**src/hdl/jdt_pkg.sv**
```systemverilog
package jdt_pkg;
  localparam int IR_W = 5;
  localparam logic [4:0] IR_IDCODE = 5'h01;
  localparam logic [4:0] IR_CTRL = 5'h10;
  localparam logic [4:0] IR_LINK = 5'h11;
  localparam logic [4:0] IR_RESET = 5'h01;
  localparam int LINK_ADDR_W = 7;
  localparam int LINK_DATA_W = 32;
  localparam int LINK_W = 41;
  localparam int CTRL_W = 32;
  localparam int ID_W = 32;
  localparam logic [1:0] OP_NOP = 2'h0;
  localparam logic [1:0] OP_READ = 2'h1;
  localparam logic [1:0] OP_WRITE = 2'h2;
  localparam logic [1:0] OP_BUSY = 2'h3;
  localparam logic [1:0] STAT_OK = 2'h0;
  localparam logic [1:0] STAT_FAIL = 2'h2;
  localparam logic [1:0] STAT_BUSY = 2'h3;
  localparam int CTRL_HARDRST_BIT = 17;
  localparam int CTRL_ERRCLR_BIT = 16;
  localparam logic [2:0] CTRL_IDLE = 3'h0;
  localparam logic [5:0] CTRL_ABITS = 6'h07;
  localparam logic [3:0] CTRL_VERSION = 4'h1;
  // identification fields; values arbitrary
  localparam logic [3:0] ID_VERSION = 4'h1;
  localparam logic [15:0] ID_PART = 16'h5a5a;
  localparam logic [10:0] ID_MAKER = 11'h123;
  typedef enum logic [3:0] {
    TS_RESET, TS_IDLE, TS_SEL_DR, TS_CAP_DR, TS_SHIFT_DR, TS_EXIT1_DR, TS_PAUSE_DR,
    TS_EXIT2_DR, TS_UPD_DR, TS_SEL_IR, TS_CAP_IR, TS_SHIFT_IR, TS_EXIT1_IR,
    TS_PAUSE_IR, TS_EXIT2_IR, TS_UPD_IR
  } jdt_tap_e;
endpackage

```
**src/hdl/jdt_link_if.sv**
```systemverilog
interface jdt_link_if;
  logic req;
  logic wr;
  logic [6:0] addr;
  logic [31:0] wdata;
  logic ack;
  logic [31:0] rdata;
  logic busy;
  modport port_side (output req, output wr, output addr, output wdata,
    input ack, input rdata, input busy);
  modport ctl_side (input req, input wr, input addr, input wdata,
    output ack, output rdata, output busy);
endinterface

```
**src/hdl/jdt_sync.sv**
```systemverilog
module jdt_sync (
  // clock
  input wire logic clk,
  input wire logic rst,
  // pins
  input wire logic [3:0] pin_in,
  output logic [3:0] pin_out
);
  logic [3:0] meta_r;
  // two stages; first stage read only by second
  always_ff @(posedge clk) begin
    if (rst) begin
      // idle levels: tap reset released, tck low, tms high
      meta_r <= 4'ha;
      pin_out <= 4'ha;
    end else begin
      meta_r <= pin_in;
      pin_out <= meta_r;
    end
  end
endmodule

```
**src/hdl/jdt_tap.sv**
```systemverilog
// Function
// RQ1 - optional active-low tap reset, tie high
// RQ2 - all pins oversampled on processor clock
// RQ3 - debugger keeps tck at most clk/5
// RQ4 - debugger excluded: tdi passes to tdo
// RQ5 - no boundary scan, pins unreachable
// RQ6 - five-bit instruction register selects data
// RQ7 - code 00001 selects 32-bit identification
// RQ8 - code 10000 selects control status register
// RQ9 - code 10001 selects 41-bit link register
// RQ10 - other codes select one-bit bypass
// RQ11 - bits 31:18 and 15 read zero
// RQ12 - bit 17 resets link, self-clears
// RQ13 - bit 16 clears sticky error, self-clears
// RQ14 - bits 14:12 read zero, no idle
// RQ15 - bits 11:10 report link status
// RQ16 - bits 9:4 read seven
// RQ17 - bits 3:0 read 0001
// RQ18 - link reads/writes forwarded to debug controller
// RQ19 - unimplemented addresses: ignored, read zero
// RQ20 - standard sixteen-state tap, tdo on fall
module jdt_tap #(
  parameter bit DEBUG_EN = 1'b1,
  parameter logic [3:0] ID_VER = jdt_pkg::ID_VERSION,
  parameter logic [15:0] ID_PRT = jdt_pkg::ID_PART,
  parameter logic [10:0] ID_MFR = jdt_pkg::ID_MAKER
) (
  // clock and reset
  input wire logic clk,
  input wire logic rst,
  // jtag pins
  input wire logic tap_rst_n,
  input wire logic tck,
  input wire logic tms,
  input wire logic tdi,
  output logic tdo,
  // debug controller link
  output logic link_req,
  output logic link_wr,
  output logic [6:0] link_addr,
  output logic [31:0] link_wdata,
  input wire logic link_ack,
  input wire logic [31:0] link_rdata,
  output logic link_reset
);
  jdt_link_if lnk();
  logic [3:0] pins_s;
  logic tck_prev_r;
  // RQ2 - pin oversampling
  jdt_sync u_sync (
    .clk(clk),
    .rst(rst),
    .pin_in({tap_rst_n, tck, tms, tdi}),
    .pin_out(pins_s)
  );
  wire trst_n_s = pins_s[3];
  wire tck_s = pins_s[2];
  wire tms_s = pins_s[1];
  wire tdi_s = pins_s[0];
  wire tck_rise = tck_s & ~tck_prev_r;
  wire tck_fall = ~tck_s & tck_prev_r;

  jdt_pkg::jdt_tap_e st_r, st_nxt;
  logic [4:0] ir_r, ir_sh_r;
  logic [40:0] dr_r;
  logic [1:0] stat_r;
  logic busy_r;
  logic [31:0] rd_hold_r;
  logic tdo_r;
  logic hardrst_r;

  // RQ20 - state transitions
  always_comb begin
    st_nxt = st_r;
    unique case (st_r)
      jdt_pkg::TS_RESET: st_nxt = tms_s ? jdt_pkg::TS_RESET : jdt_pkg::TS_IDLE;
      jdt_pkg::TS_IDLE: st_nxt = tms_s ? jdt_pkg::TS_SEL_DR : jdt_pkg::TS_IDLE;
      jdt_pkg::TS_SEL_DR: st_nxt = tms_s ? jdt_pkg::TS_SEL_IR : jdt_pkg::TS_CAP_DR;
      jdt_pkg::TS_CAP_DR: st_nxt = tms_s ? jdt_pkg::TS_EXIT1_DR : jdt_pkg::TS_SHIFT_DR;
      jdt_pkg::TS_SHIFT_DR: st_nxt = tms_s ? jdt_pkg::TS_EXIT1_DR : jdt_pkg::TS_SHIFT_DR;
      jdt_pkg::TS_EXIT1_DR: st_nxt = tms_s ? jdt_pkg::TS_UPD_DR : jdt_pkg::TS_PAUSE_DR;
      jdt_pkg::TS_PAUSE_DR: st_nxt = tms_s ? jdt_pkg::TS_EXIT2_DR : jdt_pkg::TS_PAUSE_DR;
      jdt_pkg::TS_EXIT2_DR: st_nxt = tms_s ? jdt_pkg::TS_UPD_DR : jdt_pkg::TS_SHIFT_DR;
      jdt_pkg::TS_UPD_DR: st_nxt = tms_s ? jdt_pkg::TS_SEL_DR : jdt_pkg::TS_IDLE;
      jdt_pkg::TS_SEL_IR: st_nxt = tms_s ? jdt_pkg::TS_RESET : jdt_pkg::TS_CAP_IR;
      jdt_pkg::TS_CAP_IR: st_nxt = tms_s ? jdt_pkg::TS_EXIT1_IR : jdt_pkg::TS_SHIFT_IR;
      jdt_pkg::TS_SHIFT_IR: st_nxt = tms_s ? jdt_pkg::TS_EXIT1_IR : jdt_pkg::TS_SHIFT_IR;
      jdt_pkg::TS_EXIT1_IR: st_nxt = tms_s ? jdt_pkg::TS_UPD_IR : jdt_pkg::TS_PAUSE_IR;
      jdt_pkg::TS_PAUSE_IR: st_nxt = tms_s ? jdt_pkg::TS_EXIT2_IR : jdt_pkg::TS_PAUSE_IR;
      jdt_pkg::TS_EXIT2_IR: st_nxt = tms_s ? jdt_pkg::TS_UPD_IR : jdt_pkg::TS_SHIFT_IR;
      jdt_pkg::TS_UPD_IR: st_nxt = tms_s ? jdt_pkg::TS_SEL_DR : jdt_pkg::TS_IDLE;
    endcase
  end

  // RQ1 - tap reset pin forces reset state
  wire tap_hold = ~trst_n_s;
  always_ff @(posedge clk) begin
    if (rst || tap_hold) begin
      st_r <= jdt_pkg::TS_RESET;
    end else if (tck_rise) begin
      st_r <= st_nxt;
    end
  end

  always_ff @(posedge clk) begin
    if (rst) begin
      tck_prev_r <= 1'b0;
    end else begin
      tck_prev_r <= tck_s;
    end
  end

  // RQ6 - register selection decode
  wire sel_id = (ir_r == jdt_pkg::IR_IDCODE);
  // RQ8 - control status select
  wire sel_ctrl = (ir_r == jdt_pkg::IR_CTRL);
  wire sel_link = (ir_r == jdt_pkg::IR_LINK);
  // RQ10 - anything else is bypass
  wire sel_byp = ~(sel_id | sel_ctrl | sel_link);

  // RQ7 - identification value from parameters
  wire [31:0] id_val = {ID_VER, ID_PRT, ID_MFR, 1'b1};
  // RQ11 - reserved bits zero; RQ14 idle zero; RQ16 abits; RQ17 version
  wire [31:0] ctrl_val = {14'h0, 2'h0, 1'b0, jdt_pkg::CTRL_IDLE, stat_r,
    jdt_pkg::CTRL_ABITS, jdt_pkg::CTRL_VERSION};
  // RQ15 - busy reported while a request is outstanding
  wire [1:0] op_cap = (stat_r != jdt_pkg::STAT_OK) ? stat_r :
    (busy_r ? jdt_pkg::OP_BUSY : jdt_pkg::OP_NOP);
  wire [40:0] link_cap = {link_addr, rd_hold_r, op_cap};
  wire [40:0] cap_val = sel_link ? link_cap :
    sel_ctrl ? {9'h0, ctrl_val} :
    sel_id ? {9'h0, id_val} : 41'h0;
  // shift length depends on selection
  wire [40:0] dr_shift = sel_link ? {tdi_s, dr_r[40:1]} :
    (sel_ctrl | sel_id) ? {9'h0, tdi_s, dr_r[31:1]} : {40'h0, tdi_s};
  wire in_shift_dr = (st_r == jdt_pkg::TS_SHIFT_DR);
  wire in_shift_ir = (st_r == jdt_pkg::TS_SHIFT_IR);
  wire upd_dr = tck_rise && (st_r == jdt_pkg::TS_UPD_DR);
  // RQ9 - link operation decode
  wire [1:0] new_op = dr_r[1:0];
  wire op_valid = (new_op == jdt_pkg::OP_READ) || (new_op == jdt_pkg::OP_WRITE);
  wire new_req = upd_dr && sel_link && op_valid;

  // RQ20 - capture, shift, update on rising tck
  always_ff @(posedge clk) begin
    if (rst || tap_hold) begin
      ir_r <= jdt_pkg::IR_IDCODE;
      ir_sh_r <= 5'h0;
      dr_r <= 41'h0;
    end else if (tck_rise) begin
      unique case (st_r)
        jdt_pkg::TS_RESET: ir_r <= jdt_pkg::IR_IDCODE;
        jdt_pkg::TS_CAP_IR: ir_sh_r <= 5'h01;
        jdt_pkg::TS_SHIFT_IR: ir_sh_r <= {tdi_s, ir_sh_r[4:1]};
        jdt_pkg::TS_UPD_IR: ir_r <= ir_sh_r;
        jdt_pkg::TS_CAP_DR: dr_r <= cap_val;
        jdt_pkg::TS_SHIFT_DR: dr_r <= dr_shift;
        default: ;
      endcase
    end
  end

  // RQ20 - tdo changes on falling tck
  wire tdo_bit = in_shift_ir ? ir_sh_r[0] : (in_shift_dr ? dr_r[0] : 1'b0);
  always_ff @(posedge clk) begin
    if (rst) begin
      tdo_r <= 1'b0;
    end else if (tck_fall) begin
      tdo_r <= tdo_bit;
    end
  end
  // RQ4 - chain kept when debugger excluded; RQ5 no scan cells exist
  always_ff @(posedge clk) begin
    if (rst) begin
      tdo <= 1'b0;
    end else begin
      tdo <= DEBUG_EN ? tdo_r : tdi_s;
    end
  end

  // RQ12 - hard reset bit, self-clearing pulse
  wire ctrl_upd = upd_dr && sel_ctrl;
  wire hard_hit = ctrl_upd && dr_r[jdt_pkg::CTRL_HARDRST_BIT];
  // RQ13 - error clear bit, self-clearing
  wire err_clr = ctrl_upd && dr_r[jdt_pkg::CTRL_ERRCLR_BIT];
  // RQ15 - request while pending is sticky busy error
  wire err_busy = upd_dr && sel_link && busy_r && (new_op != jdt_pkg::OP_NOP);
  wire err_fail = upd_dr && sel_link && (new_op == jdt_pkg::OP_BUSY);

  always_ff @(posedge clk) begin
    if (rst) begin
      hardrst_r <= 1'b0;
    end else begin
      hardrst_r <= hard_hit;
    end
  end
  assign link_reset = hardrst_r;

  // status: set beats clear
  always_ff @(posedge clk) begin
    if (rst || hardrst_r) begin
      stat_r <= jdt_pkg::STAT_OK;
    end else if (err_busy && stat_r == jdt_pkg::STAT_OK) begin
      stat_r <= jdt_pkg::STAT_BUSY;
    end else if (err_fail && stat_r == jdt_pkg::STAT_OK) begin
      stat_r <= jdt_pkg::STAT_FAIL;
    end else if (err_clr) begin
      stat_r <= jdt_pkg::STAT_OK;
    end
  end

  // RQ18 - forward link request; busy blocks new ones
  wire launch = new_req && !busy_r && (stat_r == jdt_pkg::STAT_OK);
  always_ff @(posedge clk) begin
    if (rst || hardrst_r) begin
      busy_r <= 1'b0;
      link_req <= 1'b0;
      link_wr <= 1'b0;
      link_addr <= 7'h0;
      link_wdata <= 32'h0;
      rd_hold_r <= 32'h0;
    end else if (launch) begin
      busy_r <= 1'b1;
      link_req <= 1'b1;
      link_wr <= (new_op == jdt_pkg::OP_WRITE);
      link_addr <= dr_r[40:34];
      link_wdata <= dr_r[33:2];
    end else if (busy_r && link_ack) begin
      busy_r <= 1'b0;
      link_req <= 1'b0;
      // RQ19 - controller answers zero for unmapped reads
      rd_hold_r <= link_wr ? rd_hold_r : link_rdata;
    end
  end

  assign lnk.req = link_req;
  assign lnk.wr = link_wr;
  assign lnk.addr = link_addr;
  assign lnk.wdata = link_wdata;
  assign lnk.ack = link_ack;
  assign lnk.rdata = link_rdata;
  assign lnk.busy = busy_r;

  // assertions
  a_req_holds: assert property (@(posedge clk) disable iff (rst)
    link_req && !link_ack && !hardrst_r |=> link_req) // RQ18
    else $error("link request dropped before ack");
  a_hard_pulse: assert property (@(posedge clk) disable iff (rst)
    hard_hit |=> link_reset ##1 !link_req) // RQ12
    else $error("hard reset not applied");
  a_clr_status: assert property (@(posedge clk) disable iff (rst)
    err_clr && !err_busy && !err_fail |=> stat_r == jdt_pkg::STAT_OK) // RQ13
    else $error("error clear ignored");
  a_busy_sticky: assert property (@(posedge clk) disable iff (rst)
    err_busy && !hardrst_r && stat_r == jdt_pkg::STAT_OK |=> stat_r == jdt_pkg::STAT_BUSY) // RQ15
    else $error("busy error not recorded");
  a_tap_reset: assert property (@(posedge clk) disable iff (rst)
    tap_hold |=> st_r == jdt_pkg::TS_RESET && ir_r == jdt_pkg::IR_IDCODE) // RQ1
    else $error("tap reset not honoured");
  a_five_tms: assert property (@(posedge clk) disable iff (rst || tap_hold)
    st_r == jdt_pkg::TS_SEL_IR && tms_s && tck_rise |=> st_r == jdt_pkg::TS_RESET) // RQ20
    else $error("select ir with tms high must reset");
  a_tdo_fall: assert property (@(posedge clk) disable iff (rst)
    !tck_fall |=> tdo_r == $past(tdo_r)) // RQ20
    else $error("tdo changed off falling edge");
  a_ctrl_const: assert property (@(posedge clk) disable iff (rst)
    ctrl_val[9:0] == 10'h071 && ctrl_val[31:18] == 14'h0 && !ctrl_val[15]) // RQ16
    else $error("control constant fields wrong");
  a_bypass_len: assert property (@(posedge clk) disable iff (rst)
    sel_byp && in_shift_dr && tck_rise && !tap_hold |=> dr_r[40:1] == 40'h0) // RQ10
    else $error("bypass wider than one bit");
  c_link_write: cover property (@(posedge clk) launch && new_op == jdt_pkg::OP_WRITE);
  c_link_read: cover property (@(posedge clk) launch && new_op == jdt_pkg::OP_READ);
  c_busy_err: cover property (@(posedge clk) err_busy);
  c_ir_update: cover property (@(posedge clk) tck_rise && st_r == jdt_pkg::TS_UPD_IR);
endmodule

```
**config.mk**
```make
export PLATFORM = sky130hd
export DESIGN_NAME = jdt_tap
export DESIGN_NICKNAME = d
export VERILOG_FILES = /design/src/hdl/jdt_pkg.sv /design/src/hdl/jdt_link_if.sv /design/src/hdl/jdt_sync.sv /design/src/hdl/jdt_tap.sv
export SDC_FILE = /design/constraint.sdc
export NUM_CORES = 1
export LEC_CHECK = 0
export BUFFER_PORTS_ARGS = -buffer_cell sky130_fd_sc_hd__buf_2
export CORE_MARGIN = 1.5
export CORE_UTILIZATION = 43
export DETAILED_ROUTE_END_ITERATION = 6
export PLACE_DENSITY = 0.67
export SLEW_MARGIN = 30
export SYNTH_ARGS = -nofsm -noshare
export SYNTH_HDL_FRONTEND = slang
export SYNTH_SLANG_ARGS = --single-unit
```
**constraint.sdc**
```tcl
create_clock -name clk -period 2 [get_ports clk]
set_input_delay 0.3 -clock clk [delete_from_list [all_inputs] [get_ports clk]]
set_output_delay 0.3 -clock clk [all_outputs]
set_load 0.05 [all_outputs]
```
==> flow_metrics.py <==
metrics = {
    "clock_tree": {
        "clock_sinks": 142,
        "postCtsSetupBuffers": 0,
        "post_cts_resized": 0,
        "holdBufCountCts": 0,
        "insertion_delay_ns": 0.43,
        "htreeDepth": 4,
        "clkTransAtPathRegs_ns": 0.06,
        "cts_buffers": 17,
        "ctsLongestPathBuffers": 2,
        "cts_tree": "built",
        "cts_root_buf": "clkbuf_16",
    },
    "drt": {
        "detail_route.first_pass.iterations": 5,
        "post-route-drc-count": 0,
        "via_per_inst": 5.81,
        "wirelength_um": 16700,
        "vias": 5674,
        "drt_iter0_drc": 630,
        "ant_nets": 0,
        "post_drt_wl_per_cell_um": 17.1,
    },
    "cells_and_area": {
        "areaGrowthSynthToFinish_pct": 22.6,
        "drive_above_1_share_pct": 21.9,
        "utilization_pct": 54.4,
        "diodes": 0,
        "final_nets": 829,
    },
    "global_routing": {
        "gr-total-overflow": 0,
        "grtUsageTotal_pct": 23.1,
        "grt_start_max_net_pins": 43,
        "grt_pass1_vias": 5258,
        "antenna_found_initial": 0,
        "grt_pass1_wl_um": 26600,
    },
    "sta": {
        "timing.final.crit_share_pct": 97.3,
        "max_slew.worst_pin.slew_ns": 0.480,
        "finalSetupViolations": 0,
        "fin_crit_ns": 1.95,
        "tns_ns": 0,
        "fin_skew_ns": 0.00538,
        "drv_slew": 0,
        "rsz0062_at_grt": "false",
        "maxSlewHeadroom_pct": 68.0,
        "fmax_mhz": 514,
        "hold_violations": 0,
    },
    "synth": {
        "synth.avg_cell_area_um2": 8.29,
        "synth_top_cell_by_area": "dfxtp_1",
        "synth.top_cells.by_count": "dfxtp_1, a21oi_1, o21ai_0, nand2_1, clkbuf_1",
        "ys_ff_latch": 142,
        "synth.most_common_cell": "dfxtp_1",
        "yosysWarningCount": 0,
        "yosysSeqAreaShare_pct": 47.8,
        "synth_area_leaders": "dfxtp_1, a21oi_1, o21ai_0, nand2_1, nand4_1",
        "ys_async_sr_fraction_pct": 0,
        "syn_inst": 718,
        "ys_types": 48,
        "synth_top_area_share_pct": 47.8,
        "synth_area_mm2": 0.00595,
        "syn_nets": 760,
        "ys.flop_type": "dfxtp_1",
        "synth_edf_count": 0,
    },
    "critical_path": {
        "critPathKind": "flip-flop to flip-flop",
        "critPathMaxFanout": 5,
        "r2r_cells": 4,
        "required_ns": 2.35,
        "reg2reg_slack_ns": 0.05,
        "crit_start": "st_r[0]",
        "crit_end": "dr_r[5]",
        "worst_setup_path_start_kind": "flip-flop",
        "rr_startpoint": "st_r[0]",
        "cp.arrival_ns": 2.30,
        "r2r-end": "dr_r[5]",
        "cp-end-kind": "flip-flop",
    },
    "floorplan": {
        "die_height_um": 121,
        "core-area_mm2": 0.0134,
        "dieArea_mm2": 0.0146,
        "std_cell_rows": 42,
        "io_pins": 82,
        "die_x_um": 121,
        "initial_core_util_pct": 44.4,
    },
    "pwr": {
        "p_sw_share_pct": 20.7,
        "pwr-share-comb_pct": 2.5,
        "p_switching_mw": 1.29,
        "vdd.ir_drop.worst_v": 0.000541,
        "seq_power_share_pct": 45.7,
        "intPower_mw": 4.95,
        "pwr-share-clk_pct": 51.8,
        "p_leak_nw": 2.71,
        "power_density_mw_per_mm2": 855,
    },
    "flow_run": {
        "maxCapViolations": 0,
    },
    "place": {
        "portBuffers": 81,
        "hpwlAfterDp_um": 10800,
        "gp_congestion": 0.836,
    },
    "status": {
        "status": "finished clean",
    },
    "min_path": {
        "min_path_type": "input pin to flip-flop",
    },
}
==> worst min-delay path by stage <==
stage                     start                end  cells past startpoint
4_1_cts               tap_rst_n   u_sync.meta_r[3]                      2
6_report              tap_rst_n   u_sync.meta_r[3]                      2
3_3_place_gp   u_sync.meta_r[1]  u_sync.pin_out[1]                      1
3_5_place_dp   u_sync.meta_r[1]  u_sync.pin_out[1]                      1
2_1_floorplan               rst                tdo                      1
5_1_grt               tap_rst_n   u_sync.meta_r[3]                      2
==> critical path, stage by stage, from the launching register on <==
cell	delay, ns
dfxtp_1	0.37
or3b_1	0.46
a211o_1	0.33
or4_1	0.52
o2bb2ai_1	0.19
==> per-stage QoR <==
| step | power, mW | setup slack, ns | instance area, um^2 | hold slack [ns] | std cells |
|---|---|---|---|---|---|
| detailed placement | 3.07 | 0.105 | 6640 | 0.410 | 943 |
| global placement | 3.06 | 0.0890 | 6640 | 0.400 | 943 |
| finish | 6.24 | 0.0545 | 7300 | 0.0544 | 976 |
| floorplan | 2.99 | 0.183 | 5950 | 0.372 | 718 |
| global route | 6.41 | 0.00171 | 7300 | 0.0604 | 976 |
| CTS | 6.27 | 0.0658 | 7250 | 0.0516 | 975 |
==> cells by family after synthesis <==
logic type	synth area share (%)
buffers and inverters	5.85
and+or+nand+nor	19.5
muxes	2.06
AOI/OAI and AO/OA	23.7
DFF	47.8
xor gates and xnor gates	0.442
adders and majority gates	0.631
==> flip-flops by register name (all words and copies together), names as in the netlist <==
signal / flops
ir_sh_r: 5
link_reset: 1
link_addr: 7
tdo_r: 1
u_sync.pin_out: 4
link_wdata: 32
link_wr: 1
dr_r: 41
tdo: 1
ir_r: 5
rd_hold_r: 32
u_sync.meta_r: 4
st_r: 4
busy_r: 1
tck_prev_r: 1
stat_r: 2
==> per-layer routing <==
layer,vias to the layer above,routed length [um],global-route usage (%)
met5,-,0,0
met4,0,371,8.97
met3,32,940,4.62
met2,208,7890,37.0
met1,2704,7490,30.7
li1,2730,-,-
==> cells in the final DEF, fill, tap and decap left out, types with 10 or more instances in the layout <==
cell,n
nand3_1,16
a21oi_1,118
mux2_2,10
o21ai_0,88
buf_2,81
inv_1,10
dfxtp_1,142
nor2_1,30
buf_4,32
nor2b_1,12
nand4_1,43
a221oi_1,16
clkbuf_16,18
nand2_1,83
==> power groups by stage <==
| stage | sequential (mW) | combinational, mW | clock, mW |
|---|---|---|---|
| 3_3_place_gp | 2.91 | 0.150 | 0 |
| 2_1_floorplan | 2.91 | 0.0838 | 0 |
| 4_1_cts | 2.85 | 0.156 | 3.27 |
| 5_1_grt | 2.85 | 0.173 | 3.39 |
| 3_5_place_dp | 2.91 | 0.154 | 0 |
| 6_report | 2.85 | 0.158 | 3.23 |
==> layout make-up <==
class,count,area [um^2]
clock inverter,11,139
fill,1237,6100
sequential,142,2840
clock buffer,21,470
multi-input combinational,495,2790
tap,176,220
timing repair buffer,121,793
inverter,10,37.5
Note: power is estimated with default switching activity, not from simulation.
